<file path="config.mk">
export PLATFORM = sky130hd
export DESIGN_NAME = irq_mask_nesting
export DESIGN_NICKNAME = d
export VERILOG_FILES = /design/src/hw/irq_ctrl_pkg.sv /design/src/hw/irq_mask_nesting.sv
export VERILOG_INCLUDE_DIRS = /design/src /design/src/hw
export SDC_FILE = /design/constraint.sdc
export NUM_CORES = 1
export LEC_CHECK = 0
export ABC_AREA = 1
export ABC_CLOCK_PERIOD_IN_PS = 6300
export BUFFER_PORTS_ARGS = -buffer_cell sky130_fd_sc_hd__buf_2
export CORE_MARGIN = 8
export CORE_UTILIZATION = 45
export CTS_CLUSTER_SIZE = 20
export DETAILED_ROUTE_END_ITERATION = 8
export PLACE_DENSITY = 0.57
export REMOVE_ABC_BUFFERS = 1
export SLEW_MARGIN = 20
export SYNTH_ARGS = -nofsm -noshare
export SYNTH_HDL_FRONTEND = slang
export SYNTH_SLANG_ARGS = --single-unit
</file>
<file path="constraint.sdc">
create_clock -name clk -period 6.3 [get_ports clk]
set_input_delay 0 -clock clk [delete_from_list [all_inputs] [get_ports clk]]
set_output_delay 0 -clock clk [all_outputs]
set_load 0.01 [all_outputs]
</file>
<file path="src/hw/irq_ctrl_cfg.svh">
// Constants for the interrupt mask and nesting controller
`ifndef IRQ_CTRL_CFG_SVH
`define IRQ_CTRL_CFG_SVH
`define ADDR_LATCH      4'h0
`define ADDR_MASK       4'h1
`define ADDR_POINTER    4'h2
`define ADDR_FIRST_MODE_CONTROL      4'h3
`define ADDR_SECOND_MODE_CONTROL      4'h4
`define ADDR_ARITH_STATUS      4'h5
`define ADDR_STICKY     4'h6
`define ADDR_STACK_CMD  4'h7
`define ADDR_SERVICE    4'h8
`define BIT_GIE         12
`define BIT_NESTING_MODE_BIT       11
`define BIT_IRQ0        8
`define BIT_TIMER_HIGH_PRIO_INT       4
`define BIT_TIMER_LOW_PRIO_INT       23
`define BIT_DMA8        16
`define BIT_SW_LO       28
`define BIT_FIX_OVF     17
`define BIT_FLT_OVF     18
`define BIT_FLT_UNF     19
`define BIT_FLT_INV     20
`define BIT_VECTOR_INT_REGISTER       1
`define STICKY_STATUS_FIX_OVF    2
`define STICKY_STATUS_FLT_OVF    5
`define STICKY_STATUS_FLT_UNF    6
`define STICKY_STATUS_FLT_INV    7
`define SECOND_MODE_CONTROL_TPRIO0    5
`define SECOND_MODE_CONTROL_TPRIO1    6
`define ARITH_STATUS_FLAG_LO   19
`define MASK_RESET      32'h0001_0000
`define STACK_DEPTH     5
`endif

</file>
<file path="src/hw/irq_ctrl_pkg.sv">
// Types for the interrupt mask and nesting controller
`default_nettype none
package irq_ctrl_pkg;
  typedef logic [31:0] word_t;
  typedef logic [3:0]  addr_t;
  typedef enum logic [1:0] {ST_RUN, ST_DEFER} take_state_t;
endpackage
`default_nettype wire

</file>
<file path="src/hw/irq_mask_nesting.sv">
// Interrupt latch, mask, nesting pointer and status stack for the core sequencer
`include "irq_ctrl_cfg.svh"
`default_nettype none
module irq_mask_nesting (
  input  wire logic                clk,
  input  wire logic                srst,
  input  wire logic                ce,
  input  wire logic                bootUnmask,
  input  wire logic [2:0]          extIntRequestN,
  input  wire logic                timerEvent0,
  input  wire logic                timerEvent1,
  input  wire logic                vectorIntReq,
  input  wire logic                returnFromInt,
  input  wire logic                jumpClearInt,
  input  wire logic                takeAck,
  input  wire logic [31:0]         stickyStatusIn,
  input  wire logic                regWrite,
  input  wire logic                regRead,
  input  wire irq_ctrl_pkg::addr_t regAddr,
  input  wire irq_ctrl_pkg::word_t regWriteData,
  output logic [31:0]              regReadData,
  output logic                     intRequest,
  output logic [4:0]               intVector,
  output logic                     statusPush
);
  import irq_ctrl_pkg::*;

  // -------------------------------------------------------------
  // Helper functions
  // -------------------------------------------------------------
  // Lowest set index is the highest priority; 32 stands for no bit set
  function automatic logic [5:0] first_set(input word_t v);
    logic [5:0] r;
    r = 6'h20;
    for (int i = 31; i >= 0; i--) begin
      if (v[i]) begin
        r = 6'(i);
      end
    end
    return r;
  endfunction

  // Ones at every position of strictly higher priority than idx
  function automatic word_t below_mask(input logic [5:0] idx);
    word_t m;
    m = 32'h0000_0000;
    for (int i = 0; i < 32; i++) begin
      if (6'(i) < idx) begin
        m[i] = 1'b1;
      end
    end
    return m;
  endfunction

  function automatic logic pushes(input logic [4:0] idx);
    return (idx == 5'(`BIT_TIMER_HIGH_PRIO_INT)) || (idx == 5'(`BIT_VECTOR_INT_REGISTER)) ||
           (idx >= 5'(`BIT_IRQ0) && idx <= 5'(`BIT_IRQ0 + 2));
  endfunction

  // Register strobe qualified by address; shared by every write decode
  function automatic logic reg_hit(input logic strobe, input addr_t a, input addr_t target);
    return strobe && (a == target);
  endfunction

  // -------------------------------------------------------------
  // Registers
  // -------------------------------------------------------------
  word_t       latch;
  word_t       enableMask;
  word_t       pointer;
  word_t       first_mode_control;
  word_t       second_mode_control;
  word_t       astatStack [`STACK_DEPTH];
  word_t       mode1Stack [`STACK_DEPTH];
  logic [2:0]  stackPtr;
  logic [2:0]  syncA;
  logic [2:0]  syncB;
  logic [2:0]  prevSample;
  logic        lastTakeLow;
  logic [5:0]  lastTakeIdx;
  take_state_t takeState;
  take_state_t next_takeState;

  // -------------------------------------------------------------
  // Register write decode
  // -------------------------------------------------------------
  // Each decode compares regAddr with a different address, so at most one of these is high
  wire        wrLatch     = reg_hit(regWrite, regAddr, `ADDR_LATCH);
  wire        wrMask      = reg_hit(regWrite, regAddr, `ADDR_MASK);
  wire        wrMode1     = reg_hit(regWrite, regAddr, `ADDR_FIRST_MODE_CONTROL);
  wire        wrMode2     = reg_hit(regWrite, regAddr, `ADDR_SECOND_MODE_CONTROL);
  wire        wrAstat     = reg_hit(regWrite, regAddr, `ADDR_ARITH_STATUS);
  wire        swWrite     = reg_hit(regWrite, regAddr, `ADDR_STACK_CMD);
  // A take is the acknowledge landing on a standing offer
  wire        takeNow     = takeAck && intRequest;
  wire        leaveNow    = returnFromInt || jumpClearInt;

  // -------------------------------------------------------------
  // Event sources
  // -------------------------------------------------------------
  // the core clock runs at twice the input clock, so each core edge is one sample
  // Limitation: a pin pulse shorter than one core clock may slip past the synchroniser
  wire [2:0] pinLow      = ~syncB;
  wire [2:0] edgeSel     = second_mode_control[2:0];
  wire [2:0] pinEdge     = prevSample & pinLow;
  wire [2:0] pinValid    = (edgeSel & pinEdge) | (~edgeSel & pinLow);
  wire       t0High      = second_mode_control[`SECOND_MODE_CONTROL_TPRIO0];
  wire       t1High      = second_mode_control[`SECOND_MODE_CONTROL_TPRIO1];
  wire       timerHi     = (timerEvent0 & t0High) | (timerEvent1 & t1High);
  wire       timerLo     = (timerEvent0 & ~t0High) | (timerEvent1 & ~t1High);

  word_t hwEvents;
  always_comb begin
    hwEvents = 32'h0000_0000;
    hwEvents[`BIT_IRQ0 +: 3]   = pinValid;
    hwEvents[`BIT_TIMER_HIGH_PRIO_INT]       = timerHi;
    hwEvents[`BIT_TIMER_LOW_PRIO_INT]       = timerLo;
    hwEvents[`BIT_VECTOR_INT_REGISTER]       = vectorIntReq;
    hwEvents[`BIT_FIX_OVF]     = stickyStatusIn[`STICKY_STATUS_FIX_OVF];
    hwEvents[`BIT_FLT_OVF]     = stickyStatusIn[`STICKY_STATUS_FLT_OVF];
    hwEvents[`BIT_FLT_UNF]     = stickyStatusIn[`STICKY_STATUS_FLT_UNF];
    hwEvents[`BIT_FLT_INV]     = stickyStatusIn[`STICKY_STATUS_FLT_INV];
  end

  // -------------------------------------------------------------
  // Priority and masking
  // -------------------------------------------------------------
  wire        nestOn      = first_mode_control[`BIT_NESTING_MODE_BIT];
  wire [5:0]  curLevel    = first_set(pointer);
  wire        inService   = (pointer != 32'h0000_0000);
  // only positions above the current level keep their mask bit
  wire word_t nestMask    = enableMask & below_mask(curLevel);
  // without nesting everything waits until the routine ends
  wire word_t effMask     = !inService ? enableMask : (nestOn ? nestMask : 32'h0000_0000);
  wire word_t pending     = latch & effMask & {32{first_mode_control[`BIT_GIE]}};
  wire [5:0]  winner      = first_set(pending);
  // a preemption of the routine just entered waits one cycle
  wire        deferNow    = lastTakeLow && (winner < lastTakeIdx);
  wire        canTake     = (winner != 6'h20) && !deferNow && (takeState == ST_RUN);
  wire [4:0]  topIdx      = curLevel[4:0];
  wire        topPushed   = inService && pushes(topIdx);
  // Level 32 means no routine runs; software reads it to find the current one
  wire word_t serviceWord = {26'h0, curLevel};

  // -------------------------------------------------------------
  // Status stack control
  // -------------------------------------------------------------
  wire        doPush      = (takeNow && pushes(intVector)) || (swWrite && regWriteData[0]);
  wire        doPop       = (leaveNow && topPushed) || (swWrite && regWriteData[1]);

  // -------------------------------------------------------------
  // Stack bookkeeping
  // -------------------------------------------------------------
  // Slot stackPtr is the live level; a full stack drops pushes and an empty one ignores pops,
  // which keeps every index inside the storage
  wire        stackRoom   = (stackPtr < 3'(`STACK_DEPTH - 1));
  wire        stackHeld   = (stackPtr != 3'h0);
  wire        pushGo      = doPush && stackRoom;
  wire        popGo       = doPop && stackHeld && !pushGo;
  wire [2:0]  pushSlot    = stackPtr + 3'h1;
  wire [2:0]  popSlot     = stackPtr - 3'h1;
  wire word_t flagKeep    = 32'h0000_000F << `ARITH_STATUS_FLAG_LO;

  // -------------------------------------------------------------
  // Next latch and pointer
  // -------------------------------------------------------------
  word_t next_latch;
  word_t next_pointer;
  word_t topBit;
  always_comb begin
    topBit = 32'h0000_0000;
    if (inService) begin
      topBit[topIdx] = 1'b1;
    end
    next_latch = latch;
    if (wrLatch) begin
      next_latch = regWriteData;
    end
    next_pointer = pointer;
    if (takeNow) begin
      next_pointer[intVector] = 1'b1;
    end
    if (leaveNow) begin
      next_pointer = next_pointer & ~topBit;
    end
    if (inService && !jumpClearInt) begin
      next_latch = next_latch & ~topBit;
    end
    if (jumpClearInt) begin
      next_latch = next_latch & ~topBit;
    end
    // Hardware sets win over any clear in the same cycle, except at the bit of the level in service
    next_latch = next_latch | (hwEvents & ~(inService ? topBit : 32'h0000_0000));
  end

  // -------------------------------------------------------------
  // Sequential state
  // -------------------------------------------------------------
  always_ff @(posedge clk) begin
    if (srst) begin
      syncA      <= 3'h7;
      syncB      <= 3'h7;
    end else if (ce) begin
      syncA      <= extIntRequestN;
      syncB      <= syncA;
    end
  end

  // Reset low, but syncB resets high, so a pin held low through reset is still taken as a fresh edge
  always_ff @(posedge clk) begin
    if (srst) begin
      prevSample <= 3'h0;
    end else if (ce) begin
      prevSample <= syncB;
    end
  end

  always_ff @(posedge clk) begin
    if (srst) begin
      latch   <= 32'h0000_0000;
    end else if (ce) begin
      latch   <= next_latch;
    end
  end

  // The pointer records every level entered; software cannot write it
  always_ff @(posedge clk) begin
    if (srst) begin
      pointer <= 32'h0000_0000;
    end else if (ce) begin
      pointer <= next_pointer;
    end
  end

  always_ff @(posedge clk) begin
    if (srst) begin
      enableMask <= `MASK_RESET;
    end else if (ce) begin
      if (wrMask) begin
        enableMask <= regWriteData;
      end else if (bootUnmask) begin
        enableMask[`BIT_DMA8] <= 1'b1;
      end
    end
  end

  always_ff @(posedge clk) begin
    if (srst) begin
      second_mode_control <= 32'h0000_0000;
    end else if (ce && wrMode2) begin
      second_mode_control <= regWriteData;
    end
  end

  // A pop restores the interrupted program's modes and beats a software write
  always_ff @(posedge clk) begin
    if (srst) begin
      first_mode_control <= 32'h0000_0000;
    end else if (ce) begin
      if (popGo) begin
        first_mode_control <= mode1Stack[popSlot];
      end else if (wrMode1) begin
        first_mode_control <= regWriteData;
      end
    end
  end

  // ARITH_STATUS top is slot stackPtr; user flags always come from the live top
  always_ff @(posedge clk) begin
    if (srst) begin
      stackPtr <= 3'h0;
      for (int i = 0; i < `STACK_DEPTH; i++) begin
        astatStack[i] <= 32'h0000_0000;
        mode1Stack[i] <= 32'h0000_0000;
      end
    end else if (ce) begin
      if (pushGo) begin
        astatStack[pushSlot]        <= astatStack[stackPtr];
        mode1Stack[stackPtr]        <= first_mode_control;
        stackPtr                    <= pushSlot;
      end else if (popGo) begin
        astatStack[popSlot]         <= (astatStack[popSlot] & ~flagKeep) |
                                       (astatStack[stackPtr] & flagKeep);
        stackPtr                    <= popSlot;
      end else if (wrAstat) begin
        astatStack[stackPtr] <= regWriteData;
      end
    end
  end

  // -------------------------------------------------------------
  // Offer state
  // -------------------------------------------------------------
  // One idle cycle after every take lets the pointer settle before the next offer
  always_comb begin
    case (takeState)
      ST_RUN: begin
        next_takeState = takeNow ? ST_DEFER : ST_RUN;
      end
      ST_DEFER: begin
        next_takeState = ST_RUN;
      end
      default: begin
        next_takeState = ST_RUN;
      end
    endcase
  end

  always_ff @(posedge clk) begin
    if (srst) begin
      takeState <= ST_RUN;
    end else if (ce) begin
      takeState <= next_takeState;
    end
  end

  // -------------------------------------------------------------
  // Request to the sequencer
  // -------------------------------------------------------------
  always_ff @(posedge clk) begin
    if (srst) begin
      intRequest  <= 1'b0;
      intVector   <= 5'h00;
      statusPush  <= 1'b0;
    end else if (ce) begin
      intRequest  <= canTake && !takeNow;
      intVector   <= winner[4:0];
      statusPush  <= canTake && pushes(winner[4:0]);
    end
  end

  // Remembers the level just entered so a higher request waits one cycle, the same cycle as ST_DEFER
  always_ff @(posedge clk) begin
    if (srst) begin
      lastTakeLow <= 1'b0;
      lastTakeIdx <= 6'h20;
    end else if (ce) begin
      lastTakeLow <= takeNow && nestOn;
      lastTakeIdx <= {1'b0, intVector};
    end
  end

  // -------------------------------------------------------------
  // Register read
  // -------------------------------------------------------------
  word_t readMux;
  always_comb begin
    case (regAddr)
      `ADDR_LATCH:   readMux = latch;
      `ADDR_MASK:    readMux = enableMask;
      `ADDR_POINTER: readMux = pointer;
      `ADDR_FIRST_MODE_CONTROL:   readMux = first_mode_control;
      `ADDR_SECOND_MODE_CONTROL:   readMux = second_mode_control;
      `ADDR_ARITH_STATUS:   readMux = astatStack[stackPtr];
      `ADDR_STICKY:  readMux = stickyStatusIn;
      `ADDR_SERVICE: readMux = serviceWord;
      default:       readMux = 32'h0000_0000;
    endcase
  end

  // Zero outside a read slot, so several readers can share one return path
  wire word_t readNext    = regRead ? readMux : 32'h0000_0000;

  always_ff @(posedge clk) begin
    if (srst) begin
      regReadData <= 32'h0000_0000;
    end else if (ce) begin
      regReadData <= readNext;
    end
  end
endmodule
`default_nettype wire

</file>
==> flow_summary.yaml <==
status:
  status: "finished clean"
synth:
  ys_async_sr_fraction_pct: 0
  ys_types: 51
  yosys.area.top_type: "edfxtp_1"
  synth_top_area_share_pct: 43.48
  synth_cells: 4075
  synth.area.top_cells: "edfxtp_1 43%, dfxtp_1 13%, nor2_1 8.8%, o21ai_0 8.6%, nand2_1 4.7%"
  avgSynthCellArea_um2: 8.678
  synthSimpleGateAreaFrac_pct: 16.66
  ys.flop_type: "edfxtp_1"
  syn_area_mm2: 0.03536
  synthAdderAreaFrac_pct: 0.2830
  synthTopCellsByCount: "831 x nor2_1, 609 x o21ai_0, 512 x edfxtp_1"
  synth_most_common_cell: "nor2_1"
  synth_top_family_by_area: "compound AO/OA/AOI/OAI gates"
  synth_compound_area_share_pct: 19.90
  synthXorXnorAreaFrac_pct: 0.09907
  ys_seq_area_share_pct: 56.04
  ys_seq_elements: 734
  synth.area.mux_share_pct: 0
  synth_warnings: 0
  synth_edf_count: 512
floorplan:
  fp.dieH_um: 296.3
  row_count: 103
  ios: 122
  die_width_um: 296.3
  dieArea_mm2: 0.08781
  core_mm2: 0.07836
  start_util_pct: 45.13
placement:
  port_buffers: 121
  place_hpwl_um: 87450
  place_congestion: 1.000
power_and_ir_drop:
  intPower_uw: 8301
  total_power_uw: 10740
  swShare_pct: 22.73
  leakagePower_uw: 0.01548
  switchingPower_uw: 2442
  p_clk_share_pct: 45.2
  max-vdd-ir-drop_mv: 0.2239
  seqPwrFrac_pct: 49.6
  combPwrFrac_pct: 5.2
  power.density_mw_per_mm2: 263.2
critical_path:
  worstSetupEndpointType: "flip-flop"
  path_class: "reg2reg"
  max_stage_delay_ns: 0.47
  crit_path_start_kind: "flip-flop"
  r2r_setup_slack_ns: 0.88
  worstPathRequired_ns: 6.63
  crit_top_cell: "nand2_1"
  crit_slowest_cell: "nor2_4"
  crit_fanout: 29
  cp.arrival_ns: 5.74
drt:
  drc: 0
  wl_um: 132200
  drtPass1Iterations: 5
  drtIter0Drc: 3426
  antenna_left: 0
  wire_per_inst_um: 24.49
  num_vias: 31420
  viasPerCell: 5.822
grt:
  grt_max_degree: 104
  grt_pass1_vias: 29450
  grt_usage_pct: 29.36
  globalRouteOverflowTotal: 0
  grt_pass1_wl_um: 193000
  antenna_found_initial: 6
timing:
  hold_viol: 0
  finalCritPeriodShare_pct: 86.00
  slew-limit-headroom_pct: 23.80
  drv_slew: 0
  worstMarginPinSlew_ns: 1.114
  clock.fmax_mhz: 184.6
  setup_viol: 0
  rsz0062_at_grt: "false"
  fin_tns_setup_ns: 0
  clock_skew_ns: 0.02369
  fin_crit_ns: 5.418
clock_tree:
  root_buffer: "clkbuf_16"
  cts_resized: 0
  clock_latency_ns: 0.64
  cts_buffer_depth: 3
  clock-sinks: 734
  numCtsBuffers: 82
  cts_tree: "built"
  cts_setup_buffers: 0
  path_clk_slew_ns: 0.06
  htreeDepth: 3
job:
  max_cap_violations: 0
finish:
  syn_to_final_growth_pct: 15.39
  drive_gt1_share_pct: 9.001
  fillers: 7413
  nets: 4371
hold_path:
  hp-class: "in2reg"
[cell type report]
cell class | count | area, um^2 | area share, %
tap | 1050 | 1314 | 3.219
inverter | 371 | 1409 | 3.453
timing repair buffer | 272 | 1964 | 4.814
multi-input combinational | 2819 | 13610 | 33.36
sequential | 734 | 19830 | 48.59
antenna | 2 | 5.005 | 0.01226
clock buffer | 119 | 2316 | 5.675
clock inverter | 29 | 356.6 | 0.8739
[power by group through the flow]
stage	logic, uW	registers [uW]	clock network [uW]
6_report	563	5330	4850
3_5_place_dp	515	5430	0
2_1_floorplan	252	5420	0
3_3_place_gp	514	5430	0
4_1_cts	550	5330	4900
5_1_grt	602	5340	5080
[worst paths after layout]
check             cells after the start                 endpoint                    start
setup / recovery                     48        astatStack[7][28]              pointer[30]
hold / removal                        7           regReadData[3]        stickyStatusIn[3]
hold reg to reg                       2  second_mode_control[31]  second_mode_control[31]
setup reg to reg                     48        astatStack[7][28]              pointer[30]
[metrics by stage]
step	hold WS (ns)	instance area [um^2]	std cells	util, %	worst slack (ns)
6_report	0.02317	40810	5396	52.08	0.8819
5_1_grt	0.05144	40800	5394	52.07	0.3858
4_1_cts	0.002423	40800	5394	52.07	0.9149
3_5_place_dp	0.2531	37430	5176	47.77	0.9515
3_3_place_gp	0.2442	37430	5176	47.77	1.050
2_1_floorplan	0.06907	34760	3924	-	-9.938
[cell usage in the layout, fill, tap and decap left out, types with 11 or more instances in the layout]
cell type / netlist / final
clkbuf_1: 232 / 29
nor3_1: 28 / 27
dlygate4sd3_1: 0 / 70
a2111oi_0: 29 / 29
inv_2: 14 / 18
nand4_1: 13 / 13
dfxtp_1: 222 / 219
nand3_1: 90 / 90
nor4_1: 26 / 26
nand2_1: 440 / 438
edfxtp_1: 512 / 512
conb_1: 1 / 128
o221ai_1: 42 / 42
buf_4: 2 / 77
inv_1: 348 / 342
nor2_1: 831 / 825
o21ai_0: 609 / 609
o22ai_1: 225 / 225
clkinv_1: 8 / 11
o211ai_1: 86 / 86
a31oi_1: 74 / 74
clkinv_2: 0 / 14
a21oi_1: 109 / 109
clkbuf_16: 0 / 86
buf_2: 25 / 121
or2_2: 28 / 28
[critical path, delay by kind of cell (launching register included)]
| kind | cells | cell delay (ns) |
|---|---|---|
| flip-flops | 1 | 0.36 |
| AO/OA/AOI/OAI | 4 | 0.86 |
| AND/OR/NAND/NOR | 37 | 2.88 |
| buffers and inverters | 7 | 0.97 |
[flip-flops by register name (all words and copies together), names as in the netlist, named ones only]
signal	flops
enableMask	32
statusPush	1
syncA	3
second_mode_control	32
latch	32
regReadData	32
intVector	5
pointer	32
intRequest	1
lastTakeLow	1
stackPtr	3
syncB	3
astatStack	256
lastTakeIdx	6
takeState	1
prevSample	3
mode1Stack	256
first_mode_control	32
[layer usage]
metal | share of wire, % | vias up | routed length [um] | track usage (%)
met5 | 0.0098 | - | 13 | 0
met4 | 4.1 | 2 | 5371 | 11.30
met3 | 8.4 | 277 | 11070 | 4.521
met2 | 45 | 1531 | 59380 | 45.98
met1 | 43 | 15080 | 56330 | 40.99
li1 | - | 14530 | - | -
[kinds of logic (layout without fill, tap and decap cells)]
logic type	Yosys count	count (layout)
flip-flops	734	734
other	1	130
adder cells (fa/ha/maj)	8	8
AND/OR/NAND/NOR	1467	1467
XOR/XNOR	4	4
AO/OA/AOI/OAI	1212	1212
buffers and inverters	649	791
[repair_timing]
item                                    in CTS  in global routing
hold endpoints to repair                   245                  0
endpoints found under the setup margin       0                  0
hold buffers                                70                  0
(Power assumes the default switching activity.)
